--- src/clg_pkg.sv ---
package clg_pkg;

  // ==========================================================
  // Register offsets
  localparam logic [11:0] CLG_OFS_MODE = 12'h034;
  localparam logic [11:0] CLG_OFS_LOAD_A = 12'h038;
  localparam logic [11:0] CLG_OFS_LOAD_B = 12'h03C;
  localparam logic [11:0] CLG_OFS_CMD = 12'h0C0;
  localparam logic [11:0] CLG_OFS_STAT = 12'h0C4;
  localparam logic [11:0] CLG_OFS_COUNT = 12'h0C8;
  localparam logic [11:0] CLG_OFS_CFG = 12'h0CC;

  // ==========================================================
  // Reset values and counter limits
  localparam logic [15:0] CLG_MODE_RST = 16'h0000;
  localparam logic [31:0] CLG_LOAD_RST = 32'h0000_0000;
  localparam logic [1:0] CLG_CFG_RST = 2'h0;
  localparam logic [31:0] CLG_CNT_MAX = 32'hFFFF_FFFF;
  localparam logic [31:0] CLG_CNT_MIN = 32'h0000_0000;
  localparam logic [31:0] CLG_CNT_ONE = 32'h0000_0001;

  // ==========================================================
  // Command bits (write) and status bits (read)
  localparam int unsigned CLG_CMD_ARM = 0;
  localparam int unsigned CLG_CMD_DISARM = 1;
  localparam int unsigned CLG_CMD_LOAD = 2;
  localparam int unsigned CLG_CMD_BANK = 3;
  localparam int unsigned CLG_ST_ARMED = 0;
  localparam int unsigned CLG_ST_COUNTING = 1;
  localparam int unsigned CLG_ST_OUT = 2;
  localparam int unsigned CLG_ST_BANK = 3;
  localparam int unsigned CLG_ST_PEND = 4;

  // ==========================================================
  // Field codes
  localparam logic [1:0] CLG_GATE_OFF = 2'h0;
  localparam logic [1:0] CLG_GATE_LEVEL = 2'h1;
  localparam logic [1:0] CLG_GATE_RISE = 2'h2;
  localparam logic [1:0] CLG_GATE_FALL = 2'h3;
  localparam logic [1:0] CLG_TRIG_START_STOP = 2'h0;
  localparam logic [1:0] CLG_TRIG_STOP_START = 2'h1;
  localparam logic [1:0] CLG_TRIG_START_ONLY = 2'h2;
  localparam logic [1:0] CLG_TRIG_NONE = 2'h3;
  localparam logic [1:0] CLG_STOP_FIRST_TC = 2'h1;
  localparam logic [1:0] CLG_STOP_SECOND_TC = 2'h2;
  localparam logic [1:0] CLG_OUT_PULSE = 2'h1;
  localparam logic [1:0] CLG_OUT_TOGGLE_TC = 2'h2;
  localparam logic [1:0] CLG_OUT_TOGGLE_ANY = 2'h3;

  // ==========================================================
  // Mode register layout, bit 15 first
  typedef struct packed {
    logic reload_bank_alternate;
    logic reload_at_gate;
    logic gate_invert;
    logic reload_at_terminal_count;
    logic [1:0] hardware_disarm_select;
    logic [1:0] output_type_select;
    logic initial_reload_bank_pick;
    logic [1:0] stop_condition_select;
    logic [1:0] edge_start_stop_select;
    logic dual_edge_gating;
    logic [1:0] gate_interpretation;
  } clg_mode_type;

  // Extra configuration bits
  typedef struct packed {
    logic gate_level_picks_bank;
    logic gate_sets_direction;
  } clg_cfg_type;

  // Register port request
  typedef struct packed {
    logic [11:0] addr;
    logic [31:0] wdata;
    logic wr;
    logic rd;
  } clg_bus_req_type;

endpackage

--- src/clg_counter.sv ---
// Local design decision: strobed register access.
`timescale 1ns/1ps

module clg_counter (
  // Clock and reset
  input logic core_clk,
  input logic resetn,
  // Register port
  input clg_pkg::clg_bus_req_type bus_req,
  output logic [31:0] rd_data,
  // Selected gate and source
  input logic gate_pin,
  input logic source_pin,
  // Counter state
  output logic counter_out,
  output logic armed,
  output logic counting
);
  import clg_pkg::*;

  // ==========================================================
  // Helpers

  // Bank 0 is the first reload value, bank 1 the second
  function automatic logic [31:0] clg_pick(input logic sel, input logic [31:0] a,
                                           input logic [31:0] b);
    return sel ? b : a;
  endfunction

  function automatic logic clg_hit(input logic [11:0] addr, input logic [11:0] ofs);
    return addr == ofs;
  endfunction

  // ==========================================================
  // Declarations
  clg_mode_type mode_r;
  clg_cfg_type cfg_r;
  logic [31:0] load_a_r;
  logic [31:0] load_b_r;
  logic [31:0] count_r;
  logic [31:0] count_nxt;
  logic [31:0] rd_data_r;
  logic [1:0] gate_sync_r;
  logic [1:0] src_sync_r;
  logic gate_d_r;
  logic src_d_r;
  logic armed_r;
  logic counting_r;
  logic tc_seen_r;
  logic reload_pend_r;
  logic bank_r;
  logic out_r;
  logic wr_mode, wr_load_a, wr_load_b, wr_cmd, wr_cfg;
  logic cmd_arm, cmd_disarm, cmd_load, cmd_bank;
  logic gate_eff, gate_eff_d, g_rise, g_fall, src_edge;
  logic edge_mode, level_mode, active_edge;
  logic run, count_down, tc_hit, stop_tc, stop_gate, start_gate, hw_disarm;
  logic start_at_arm, reload_now, reload_sel, sw_sel, gate_evt;
  logic [31:0] term;

  // ==========================================================
  // Write decode
  assign wr_mode = bus_req.wr && clg_hit(bus_req.addr, CLG_OFS_MODE);
  assign wr_load_a = bus_req.wr && clg_hit(bus_req.addr, CLG_OFS_LOAD_A);
  assign wr_load_b = bus_req.wr && clg_hit(bus_req.addr, CLG_OFS_LOAD_B);
  assign wr_cmd = bus_req.wr && clg_hit(bus_req.addr, CLG_OFS_CMD);
  assign wr_cfg = bus_req.wr && clg_hit(bus_req.addr, CLG_OFS_CFG);
  assign cmd_arm = wr_cmd && bus_req.wdata[CLG_CMD_ARM];
  assign cmd_disarm = wr_cmd && bus_req.wdata[CLG_CMD_DISARM];
  assign cmd_load = wr_cmd && bus_req.wdata[CLG_CMD_LOAD];
  assign cmd_bank = wr_cmd && bus_req.wdata[CLG_CMD_BANK];

  // ==========================================================
  // Pin synchronisers; third flop only feeds edge detection
  always_ff @(posedge core_clk or negedge resetn) begin
    if (!resetn) begin
      gate_sync_r <= 2'h0;
      src_sync_r <= 2'h0;
      gate_d_r <= 1'b0;
      src_d_r <= 1'b0;
    end else begin
      gate_sync_r <= {gate_sync_r[0], gate_pin};
      src_sync_r <= {src_sync_r[0], source_pin};
      gate_d_r <= gate_sync_r[1];
      src_d_r <= src_sync_r[1];
    end
  end

  // ==========================================================
  // Gate interpretation
  assign gate_eff = gate_sync_r[1] ^ mode_r.gate_invert;
  assign gate_eff_d = gate_d_r ^ mode_r.gate_invert;
  assign g_rise = gate_eff && !gate_eff_d;
  assign g_fall = !gate_eff && gate_eff_d;
  assign src_edge = src_sync_r[1] && !src_d_r;
  assign edge_mode = (mode_r.gate_interpretation == CLG_GATE_RISE)
                  || (mode_r.gate_interpretation == CLG_GATE_FALL);
  assign level_mode = mode_r.gate_interpretation == CLG_GATE_LEVEL;

  // Active gate edge; level mode reports assertion for reload use
  always_comb begin
    unique case (mode_r.gate_interpretation)
      CLG_GATE_RISE: active_edge = g_rise || (mode_r.dual_edge_gating && g_fall);
      CLG_GATE_FALL: active_edge = g_fall;
      CLG_GATE_LEVEL: active_edge = g_rise;
      default: active_edge = 1'b0;
    endcase
  end

  // ==========================================================
  // Count conditions
  // Direction from gate only when gating is off, so it never also gates
  assign count_down = cfg_r.gate_sets_direction
                   && (mode_r.gate_interpretation == CLG_GATE_OFF) && gate_eff;
  assign term = count_down ? CLG_CNT_MIN : CLG_CNT_MAX;
  assign run = armed_r && counting_r && (!level_mode || gate_eff);
  assign tc_hit = src_edge && run && (count_r == term);

  // Stop on TC only in codes 1 and 2; code 3 falls back to gate only
  assign stop_tc = tc_hit && counting_r
                && ((mode_r.stop_condition_select == CLG_STOP_FIRST_TC)
                 || ((mode_r.stop_condition_select == CLG_STOP_SECOND_TC)
                  && tc_seen_r));

  // Gate stop and start; code 3 never starts or stops in edge modes, level mode stops on gate fall whatever the code
  assign stop_gate = armed_r && counting_r
                  && ((edge_mode && active_edge
                       && ((mode_r.edge_start_stop_select == CLG_TRIG_START_STOP)
                        || (mode_r.edge_start_stop_select == CLG_TRIG_STOP_START)))
                   || (level_mode && g_fall));
  assign start_gate = armed_r && !counting_r && edge_mode && active_edge
                   && (mode_r.edge_start_stop_select != CLG_TRIG_NONE);
  assign start_at_arm = !edge_mode
                     || (mode_r.edge_start_stop_select == CLG_TRIG_STOP_START)
                     || (mode_r.edge_start_stop_select == CLG_TRIG_NONE);
  // Bit 0 of the field disarms on TC, bit 1 on gate
  assign hw_disarm = (stop_tc && mode_r.hardware_disarm_select[0])
                  || (stop_gate && mode_r.hardware_disarm_select[1]);

  // ==========================================================
  // Reload source selection
  assign reload_sel = cfg_r.gate_level_picks_bank ? !gate_eff : bank_r;
  assign sw_sel = armed_r ? bank_r : mode_r.initial_reload_bank_pick;
  assign reload_now = src_edge
                   && (reload_pend_r || (tc_hit && mode_r.reload_at_terminal_count));
  assign gate_evt = armed_r && active_edge;

  // ==========================================================
  // Configuration registers, write only except the extra bits
  always_ff @(posedge core_clk or negedge resetn) begin
    if (!resetn) begin
      mode_r <= CLG_MODE_RST;
    end else if (wr_mode) begin
      mode_r <= bus_req.wdata[15:0];
      // Bank pick is frozen while armed
      if (armed_r) begin
        mode_r.initial_reload_bank_pick <= mode_r.initial_reload_bank_pick;
      end
    end
  end

  always_ff @(posedge core_clk or negedge resetn) begin
    if (!resetn) begin
      load_a_r <= CLG_LOAD_RST;
      load_b_r <= CLG_LOAD_RST;
    end else begin
      if (wr_load_a) begin
        load_a_r <= bus_req.wdata;
      end
      if (wr_load_b) begin
        load_b_r <= bus_req.wdata;
      end
    end
  end

  always_ff @(posedge core_clk or negedge resetn) begin
    if (!resetn) begin
      cfg_r <= CLG_CFG_RST;
    end else if (wr_cfg) begin
      cfg_r <= bus_req.wdata[1:0];
    end
  end

  // ==========================================================
  // Arm state; a disarm in the same write beats arm
  always_ff @(posedge core_clk or negedge resetn) begin
    if (!resetn) begin
      armed_r <= 1'b0;
    end else if (cmd_disarm || hw_disarm) begin
      armed_r <= 1'b0;
    end else if (cmd_arm) begin
      armed_r <= 1'b1;
    end
  end

  // Counting state from arm, gate edges and terminal count
  always_ff @(posedge core_clk or negedge resetn) begin
    if (!resetn) begin
      counting_r <= 1'b0;
    end else if (cmd_disarm || hw_disarm) begin
      counting_r <= 1'b0;
    end else if (cmd_arm && !armed_r) begin
      counting_r <= start_at_arm;
    end else if (stop_tc || stop_gate) begin
      counting_r <= 1'b0;
    end else if (start_gate) begin
      counting_r <= 1'b1;
    end
  end

  // First TC since counting began, for stop on second TC
  always_ff @(posedge core_clk or negedge resetn) begin
    if (!resetn) begin
      tc_seen_r <= 1'b0;
    end else if ((cmd_arm && !armed_r) || start_gate) begin
      tc_seen_r <= 1'b0;
    end else if (tc_hit) begin
      tc_seen_r <= 1'b1;
    end
  end

  // Gate reload waits for the next source edge; a new request beats consumption
  always_ff @(posedge core_clk or negedge resetn) begin
    if (!resetn) begin
      reload_pend_r <= 1'b0;
    end else if (mode_r.reload_at_gate && armed_r
                 && ((mode_r.edge_start_stop_select == CLG_TRIG_NONE)
                     ? active_edge : stop_gate)) begin
      reload_pend_r <= 1'b1;
    end else if (src_edge || cmd_disarm) begin
      reload_pend_r <= 1'b0;
    end
  end

  // ==========================================================
  // Bank selection
  always_ff @(posedge core_clk or negedge resetn) begin
    if (!resetn) begin
      bank_r <= 1'b0;
    end else if (cmd_arm && !armed_r) begin
      bank_r <= mode_r.initial_reload_bank_pick;
    end else if (cmd_bank) begin
      bank_r <= !bank_r;
    end else if (reload_now && mode_r.reload_bank_alternate
                 && !cfg_r.gate_level_picks_bank) begin
      bank_r <= !bank_r;
    end
  end

  // ==========================================================
  // Counter; software load beats the source edge
  always_comb begin
    count_nxt = count_r;
    if (cmd_load) begin
      count_nxt = clg_pick(sw_sel, load_a_r, load_b_r);
    end else if (reload_now) begin
      count_nxt = clg_pick(reload_sel, load_a_r, load_b_r);
    end else if (src_edge && run) begin
      // Plain wrap at terminal count when reload on TC is off
      count_nxt = count_down ? count_r - CLG_CNT_ONE : count_r + CLG_CNT_ONE;
    end
  end

  always_ff @(posedge core_clk or negedge resetn) begin
    if (!resetn) begin
      count_r <= CLG_LOAD_RST;
    end else begin
      count_r <= count_nxt;
    end
  end

  // ==========================================================
  // Output waveform; reserved code holds it low
  always_ff @(posedge core_clk or negedge resetn) begin
    if (!resetn) begin
      out_r <= 1'b0;
    end else begin
      unique case (mode_r.output_type_select)
        CLG_OUT_PULSE: out_r <= tc_hit;
        CLG_OUT_TOGGLE_TC: out_r <= out_r ^ tc_hit;
        CLG_OUT_TOGGLE_ANY: out_r <= out_r ^ (tc_hit || gate_evt);
        default: out_r <= 1'b0;
      endcase
    end
  end

  // ==========================================================
  // Read port; write-only and unmapped offsets read zero
  always_ff @(posedge core_clk or negedge resetn) begin
    if (!resetn) begin
      rd_data_r <= 32'h0000_0000;
    end else if (bus_req.rd) begin
      rd_data_r <= 32'h0000_0000;
      if (clg_hit(bus_req.addr, CLG_OFS_STAT)) begin
        rd_data_r[CLG_ST_ARMED] <= armed_r;
        rd_data_r[CLG_ST_COUNTING] <= counting_r;
        rd_data_r[CLG_ST_OUT] <= out_r;
        rd_data_r[CLG_ST_BANK] <= bank_r;
        rd_data_r[CLG_ST_PEND] <= reload_pend_r;
      end else if (clg_hit(bus_req.addr, CLG_OFS_COUNT)) begin
        rd_data_r <= count_r;
      end else if (clg_hit(bus_req.addr, CLG_OFS_CFG)) begin
        rd_data_r[1:0] <= cfg_r;
      end
    end else begin
      rd_data_r <= 32'h0000_0000;
    end
  end

  assign rd_data = rd_data_r;
  assign counter_out = out_r;
  assign armed = armed_r;
  assign counting = counting_r;

endmodule

--- config.mk ---
export PLATFORM = sky130hd
export DESIGN_NAME = clg_counter
export DESIGN_NICKNAME = d
export VERILOG_FILES = /design/src/clg_pkg.sv /design/src/clg_counter.sv
export SDC_FILE = /design/constraint.sdc
export NUM_CORES = 1
export LEC_CHECK = 0
export BUFFER_PORTS_ARGS = -buffer_cell sky130_fd_sc_hd__buf_2
export CORE_MARGIN = 1.5
export CORE_UTILIZATION = 54
export DETAILED_ROUTE_END_ITERATION = 6
export MAX_ROUTING_LAYER = met4
export PLACE_DENSITY = 0.79
export SYNTH_ARGS = -nofsm -noshare
export SYNTH_HDL_FRONTEND = slang
export SYNTH_SLANG_ARGS = --single-unit
--- constraint.sdc ---
create_clock -name core_clk -period 4.9 [get_ports core_clk]
set_input_delay 0.49 -clock core_clk [delete_from_list [all_inputs] [get_ports core_clk]]
set_output_delay 0.49 -clock core_clk [all_outputs]
set_load 0.1 [all_outputs]
# Word level (Yosys, flattened, before mapping)
# Index checks and enable logic that the tools add are counted.
totals:
  reg_bits: 158
  in_bits: 50
  output_inout_bits: 35
  elab_cells: 157
classes:
  addsub: 2
  eq_ne: 19
  mux: 31
  bitwise_logic: 5
  n_reduce_logical: 73
ops:
  columns: ["op", "count"]
  rows:
  - ["$mux 32", 8]
  - ["$eq 12x8->1 const B", 4]
  - ["$logic_and 1x1->1", 40]
  - ["$eq 12x6->1 const B", 3]
  - ["$add 32x1->32 const B", 1]
  - ["$eq 32x32->1", 1]
  - ["$sub 32x1->32 const B", 1]
  - ["$mux 30", 1]
  - ["$mux 27", 1]
  - ["$mux 1", 16]
  - ["$logic_or 1x1->1", 15]
  - ["$eq 2x2->1 const B", 6]
  - ["$logic_not 1->1", 9]
  - ["$eq 2x1->1 const B", 4]
  - ["$pmux 1 s3", 2]
  - ["$reduce_bool 2->1", 3]
  - ["$reduce_bool 3->1", 2]
  - ["$mux 5", 1]
  - ["$logic_not 2->1", 2]
  - ["$mux 2", 2]
  - ["$reduce_bool 4->1", 1]
  - ["$xor 1x1->1", 4]
  - ["$ne 2x2->1 const B", 1]
  - ["$reduce_and 2->1", 1]
  - ["$not 1->1", 1]

# Depth between registers and ports, before layout
logic_depth:
  ltp_word: 14
  ltp_mapped: 14
  depth_no_buf: 11

# Worst setup path before layout
# No wires, ideal clock.
synth_path:
  kind: "reg-to-reg"
  from: "register mode_r[0] (netlist name)"
  to: "register count_r[31]"
  setup_ps: 126
  arrival_time_ps: 4781
  required_ps: 4774
  slack_ps: -7
  path_stages_with_launch: 13
  n_path_buf: 1
  period_less_slack_ps: 4907
  cell_sequence: "dfrtp_1 -> clkbuf_1 -> or3b_2 -> nor2_1 -> ha_1 -> a21oi_1 -> o311ai_2 -> a2111oi_1 -> o31ai_1 -> a211oi_1 -> o21ai_0 -> mux2i_1 -> a221o_1"
synth_between:
  elab_chain_cells: 11
  word_cells_on_any_way: 19
  classes_between: "eq/ne (2); mux (5); reduce/logical (12)"
synth_rtl:
  columns: ["item", "line", "text"]
  rows:
  - ["from (decl)", "clg_counter.sv:36", "clg_mode_type mode_r;"]
  - ["from (signal assigned)", "clg_counter.sv:154", "mode_r <= bus_req.wdata[15:0];"]
  - ["$logic_not 2->1 / $eq 2x1->1 (equally long branches)", "clg_counter.sv:114, clg_counter.sv:98", null]
  - ["$logic_and 1x1->1 / $logic_not 1->1 (equally long branches)", "clg_counter.sv:114, clg_counter.sv:116", null]
  - ["$logic_and 1x1->1 / $logic_or 1x1->1 (equally long branches)", "clg_counter.sv:114, clg_counter.sv:116", null]
  - ["$mux 32 / $logic_and 1x1->1 (equally long branches)", "clg_counter.sv:115, clg_counter.sv:116", null]
  - ["$eq 32x32->1 / $logic_and 1x1->1 (equally long branches)", "clg_counter.sv:117, clg_counter.sv:258", null]
  - ["$logic_and 1x1->1", "clg_counter.sv:117", "assign tc_hit = src_edge && run && (count_r == term);"]
  - ["$logic_and 1x1->1", "clg_counter.sv:145", "&& (reload_pend_r || (tc_hit && mode_r.reload_at_terminal_count));"]
  - ["$logic_or 1x1->1", "clg_counter.sv:145", null]
  - ["$logic_and 1x1->1", "clg_counter.sv:145", null]
  - ["$mux 32", "clg_counter.sv:256", "end else if (reload_now) begin"]
  - ["$mux 32", "clg_counter.sv:254", "if (cmd_load) begin"]
  - ["to (signal assigned)", "clg_counter.sv:268", "count_r <= count_nxt;"]
  - ["to (decl)", "clg_counter.sv:40", "logic [31:0] count_r;"]
# Parallel ways exist; a longest one is shown, timed or not. The select of a mux whose other input is x is not followed.
# A chain may end at the register's enable or synchronous reset.

# Worst setup path in the final report
layout_path:
  from: "register mode_r[0] (netlist name)"
  to: "register count_r[20]"
# The elaborated chain is that of the path after synthesis.

==> results.json <==
{
  "status": "completed",
  "r2r_cells": 13,
  "setup_tns_ns": 0,
  "gp_congestion": 0.944,
  "p_per_area_nw_per_um2": 289,
  "ff2ff_setup_slack_ns": 0.45,
  "seqCellArea_um2": 3950,
  "cts_made_buffers": 17,
  "ys_ff_latch": 158,
  "ant_nets": 0,
  "synth-edff-count": 0,
  "path_class": "flip-flop to flip-flop",
  "wl_per_cell_um": 19.1,
  "area_growth_pct": 13.7,
  "yosys_warnings": 0,
  "die_y_um": 130,
  "min_from": "source_pin",
  "vias": 6906,
  "ir_drop_mv": 0.234,
  "post_drt_via_cell_ratio": 6.13,
  "clk_pin_slew_ns": 0.07,
  "drtPass1Iterations": 7,
  "cap_violations": 0,
  "drc": 0,
  "hold_class": "input port to flip-flop",
  "final_area_um2": 9900,
  "min_period_over_period": 0.908,
  "finalSetupViolations": 0,
  "rows": 46,
  "skew_ns": 0.00808,
  "final.min_clock_period_ns": 4.45,
  "cp-end-kind": "flip-flop",
  "ios": 85,
  "post_cts_resized": 0,
  "grt_pass1_wl_um": 34900,
  "async_flop_share": 1.00,
  "start_kind": "flip-flop",
  "fin_ws_ns": 0.453,
  "timing.rr.end": "count_r[20]",
  "fill_cells": 1267,
  "slew_violations": 0,
  "clock_sinks": 158,
  "grt_pass1_vias": 6583,
  "antenna_found_initial": 0,
  "relSlewSlack": 0.244,
  "start_util": 0.550,
  "cts_tree": "done",
  "cp.required_ns": 5.27,
  "grt-ovfl-total": 0,
  "holdWs_ns": 0.157,
  "pre_cts_slack_ns": 0.496,
  "clkLatencyLatePin_ns": 0.44,
  "drt_iter0_drc": 556,
  "final_cell_mix": "dfrtp_1 (158), mux2_2 (84), buf_2 (83), nand2_1 (78), a21oi_1 (42)",
  "postCtsSetupBuffers": 0,
  "wirelength_um": 21500,
  "cp-endpoint": "count_r[20]",
  "n_antenna_cell": 0,
  "synth_top_flop_cell": "dfrtp_1",
  "grt_start_max_net_pins": 76,
  "syn-instance-count": 825,
  "path_max_fanout": 34,
  "synth_cell_types": 72,
  "cp-startpoint": "mode_r[0]",
  "hpwl_um": 15400,
  "nets": 979,
  "p_leak_nw": 5.05,
  "io_buffer_count": 84,
  "seq_area_frac_synth": 0.454,
  "clock_path_buffers": 2,
  "r2r-start": "mode_r[0]",
  "p_total_mw": 2.86,
  "core-area_um2": 15800,
  "die-area_um2": 16900,
  "cts_root_buffer": "clkbuf_16",
  "drive_above_1_share": 0.250,
  "final_core_util": 0.625,
  "cts-htree-levels": 4,
  "synth.net_count": 906,
  "place_inst": 1094,
  "worstMarginPinSlew_ns": 1.13,
  "hold_viol": 0,
  "finalNonFillerCells": 1127,
  "placed_area_um2": 9330,
  "rsz0062_at_grt": "no",
  "multiInputGateArea_um2": 4540,
  "timing.fmax_mhz": 225,
  "grt_usage": 0.280,
  "syn_avg_cell_area_um2": 10.6,
  "layout_commonest_cell": "dfrtp_1",
  "hold_buffers": 1,
  "cp_data_arrival_time_ns": 4.82,
  "die_w_um": 130,
  "synth_area_um2": 8710
}
## report_power, final
| group | switching [mW] | internal [mW] | total [mW] |
|---|---|---|---|
| Clock | 0.593 | 0.681 | 1.27 |
| Combinational | 0.131 | 0.0806 | 0.212 |
| Sequential | 0.0367 | 1.33 | 1.37 |
| Total | 0.761 | 2.10 | 2.86 |
## layer usage
| metal | vias to the layer above | wire length [um] | track usage |
|---|---|---|---|
| li1 | 3216 | - | - |
| met1 | 3396 | 10200 | 0.395 |
| met2 | 257 | 9440 | 0.397 |
| met3 | 37 | 1500 | 0.0611 |
| met4 | 0 | 415 | 0.101 |
| met5 | - | 0 | - |
## worst max-delay path, cell delays in order (launching register included)
cell and delay, ns:
dfrtp_1 0.47, or3b_2 0.53, nor2_2 0.10, buf_4 0.37, ha_1 0.32, nand4_1 0.19, or4_1 0.57, or4_4 0.47
o21ai_4 0.36, buf_4 0.39, a41oi_1 0.15, nand2_1 0.23, o22ai_1 0.09, nor2_1 0.11
## cells in the mapped netlist (all sizes together), types with 3 or more instances
cell type,count,share of area
dfrtp,158,0.45
mux2,84,0.11
nand2,78,0.034
a21oi,43,0.025
o21ai,42,0.025
mux2i,41,0.047
nor2,37,0.016
and3,35,0.025
ha,30,0.043
clkbuf,29,0.013
xnor2,20,0.020
o221ai,17,0.017
xor2,15,0.016
inv,14,0.0060
buf,13,0.0085
nand3,12,0.0069
nor2b,12,0.0086
a31oi,10,0.0079
nor3,10,0.0057
o211ai,10,0.0086
o22ai,10,0.0072
nand2b,9,0.0065
a21o,8,0.0069
a22oi,8,0.0069
nand4,8,0.0057
a211oi,7,0.0060
or3,6,0.0043
o21bai,4,0.0034
a222oi,3,0.0034
and2,3,0.0022
nand3b,3,0.0026
nor4,3,0.0029
o21a,3,0.0026
o32ai,3,0.0030
or4,3,0.0030
## state kept, by name, indices dropped and copies added (netlist names)
name / count
armed: 1
bank_r: 1
cfg_r: 2
count_r: 32
counter_out: 1
counting: 1
gate_d_r: 1
gate_sync_r: 2
load_a_r: 32
load_b_r: 32
mode_r: 16
rd_data: 32
reload_pend_r: 1
src_d_r: 1
src_sync_r: 2
tc_seen_r: 1
## area by class of cell
class / instances / share of cell area
flip-flops and latches: 158 / 0.399
repair buffers: 96 / 0.0525
inverters: 14 / 0.00531
clock inverters: 14 / 0.0125
well taps: 216 / 0.0273
multi-input cells: 611 / 0.459
clock buffers: 18 / 0.0444
## cell families (layout without fill, tap and decap cells)
group / after synthesis / in the layout / synth area share
AND/OR/NAND/NOR: 227 / 227 / 0.131
XOR/XNOR: 35 / 35 / 0.0361
adder cells (fa/ha/maj): 31 / 31 / 0.0454
buffers and inverters: 56 / 142 / 0.0270
flip-flops: 158 / 158 / 0.454
multiplexers: 125 / 125 / 0.156
AO/OA/AOI/OAI: 193 / 193 / 0.151
## worst min-delay path by stage
stage,endpoint,slack [ns],depth (start not counted)
6_report,src_sync_r[0],0.16,1
5_1_grt,src_sync_r[0],0.14,1
4_1_cts,src_sync_r[0],0.14,1
3_5_place_dp,gate_sync_r[1],0.34,0
3_3_place_gp,src_sync_r[1],0.33,0
2_1_floorplan,armed,0.19,0
No activity file was read; power rests on OpenSTA's default activity.
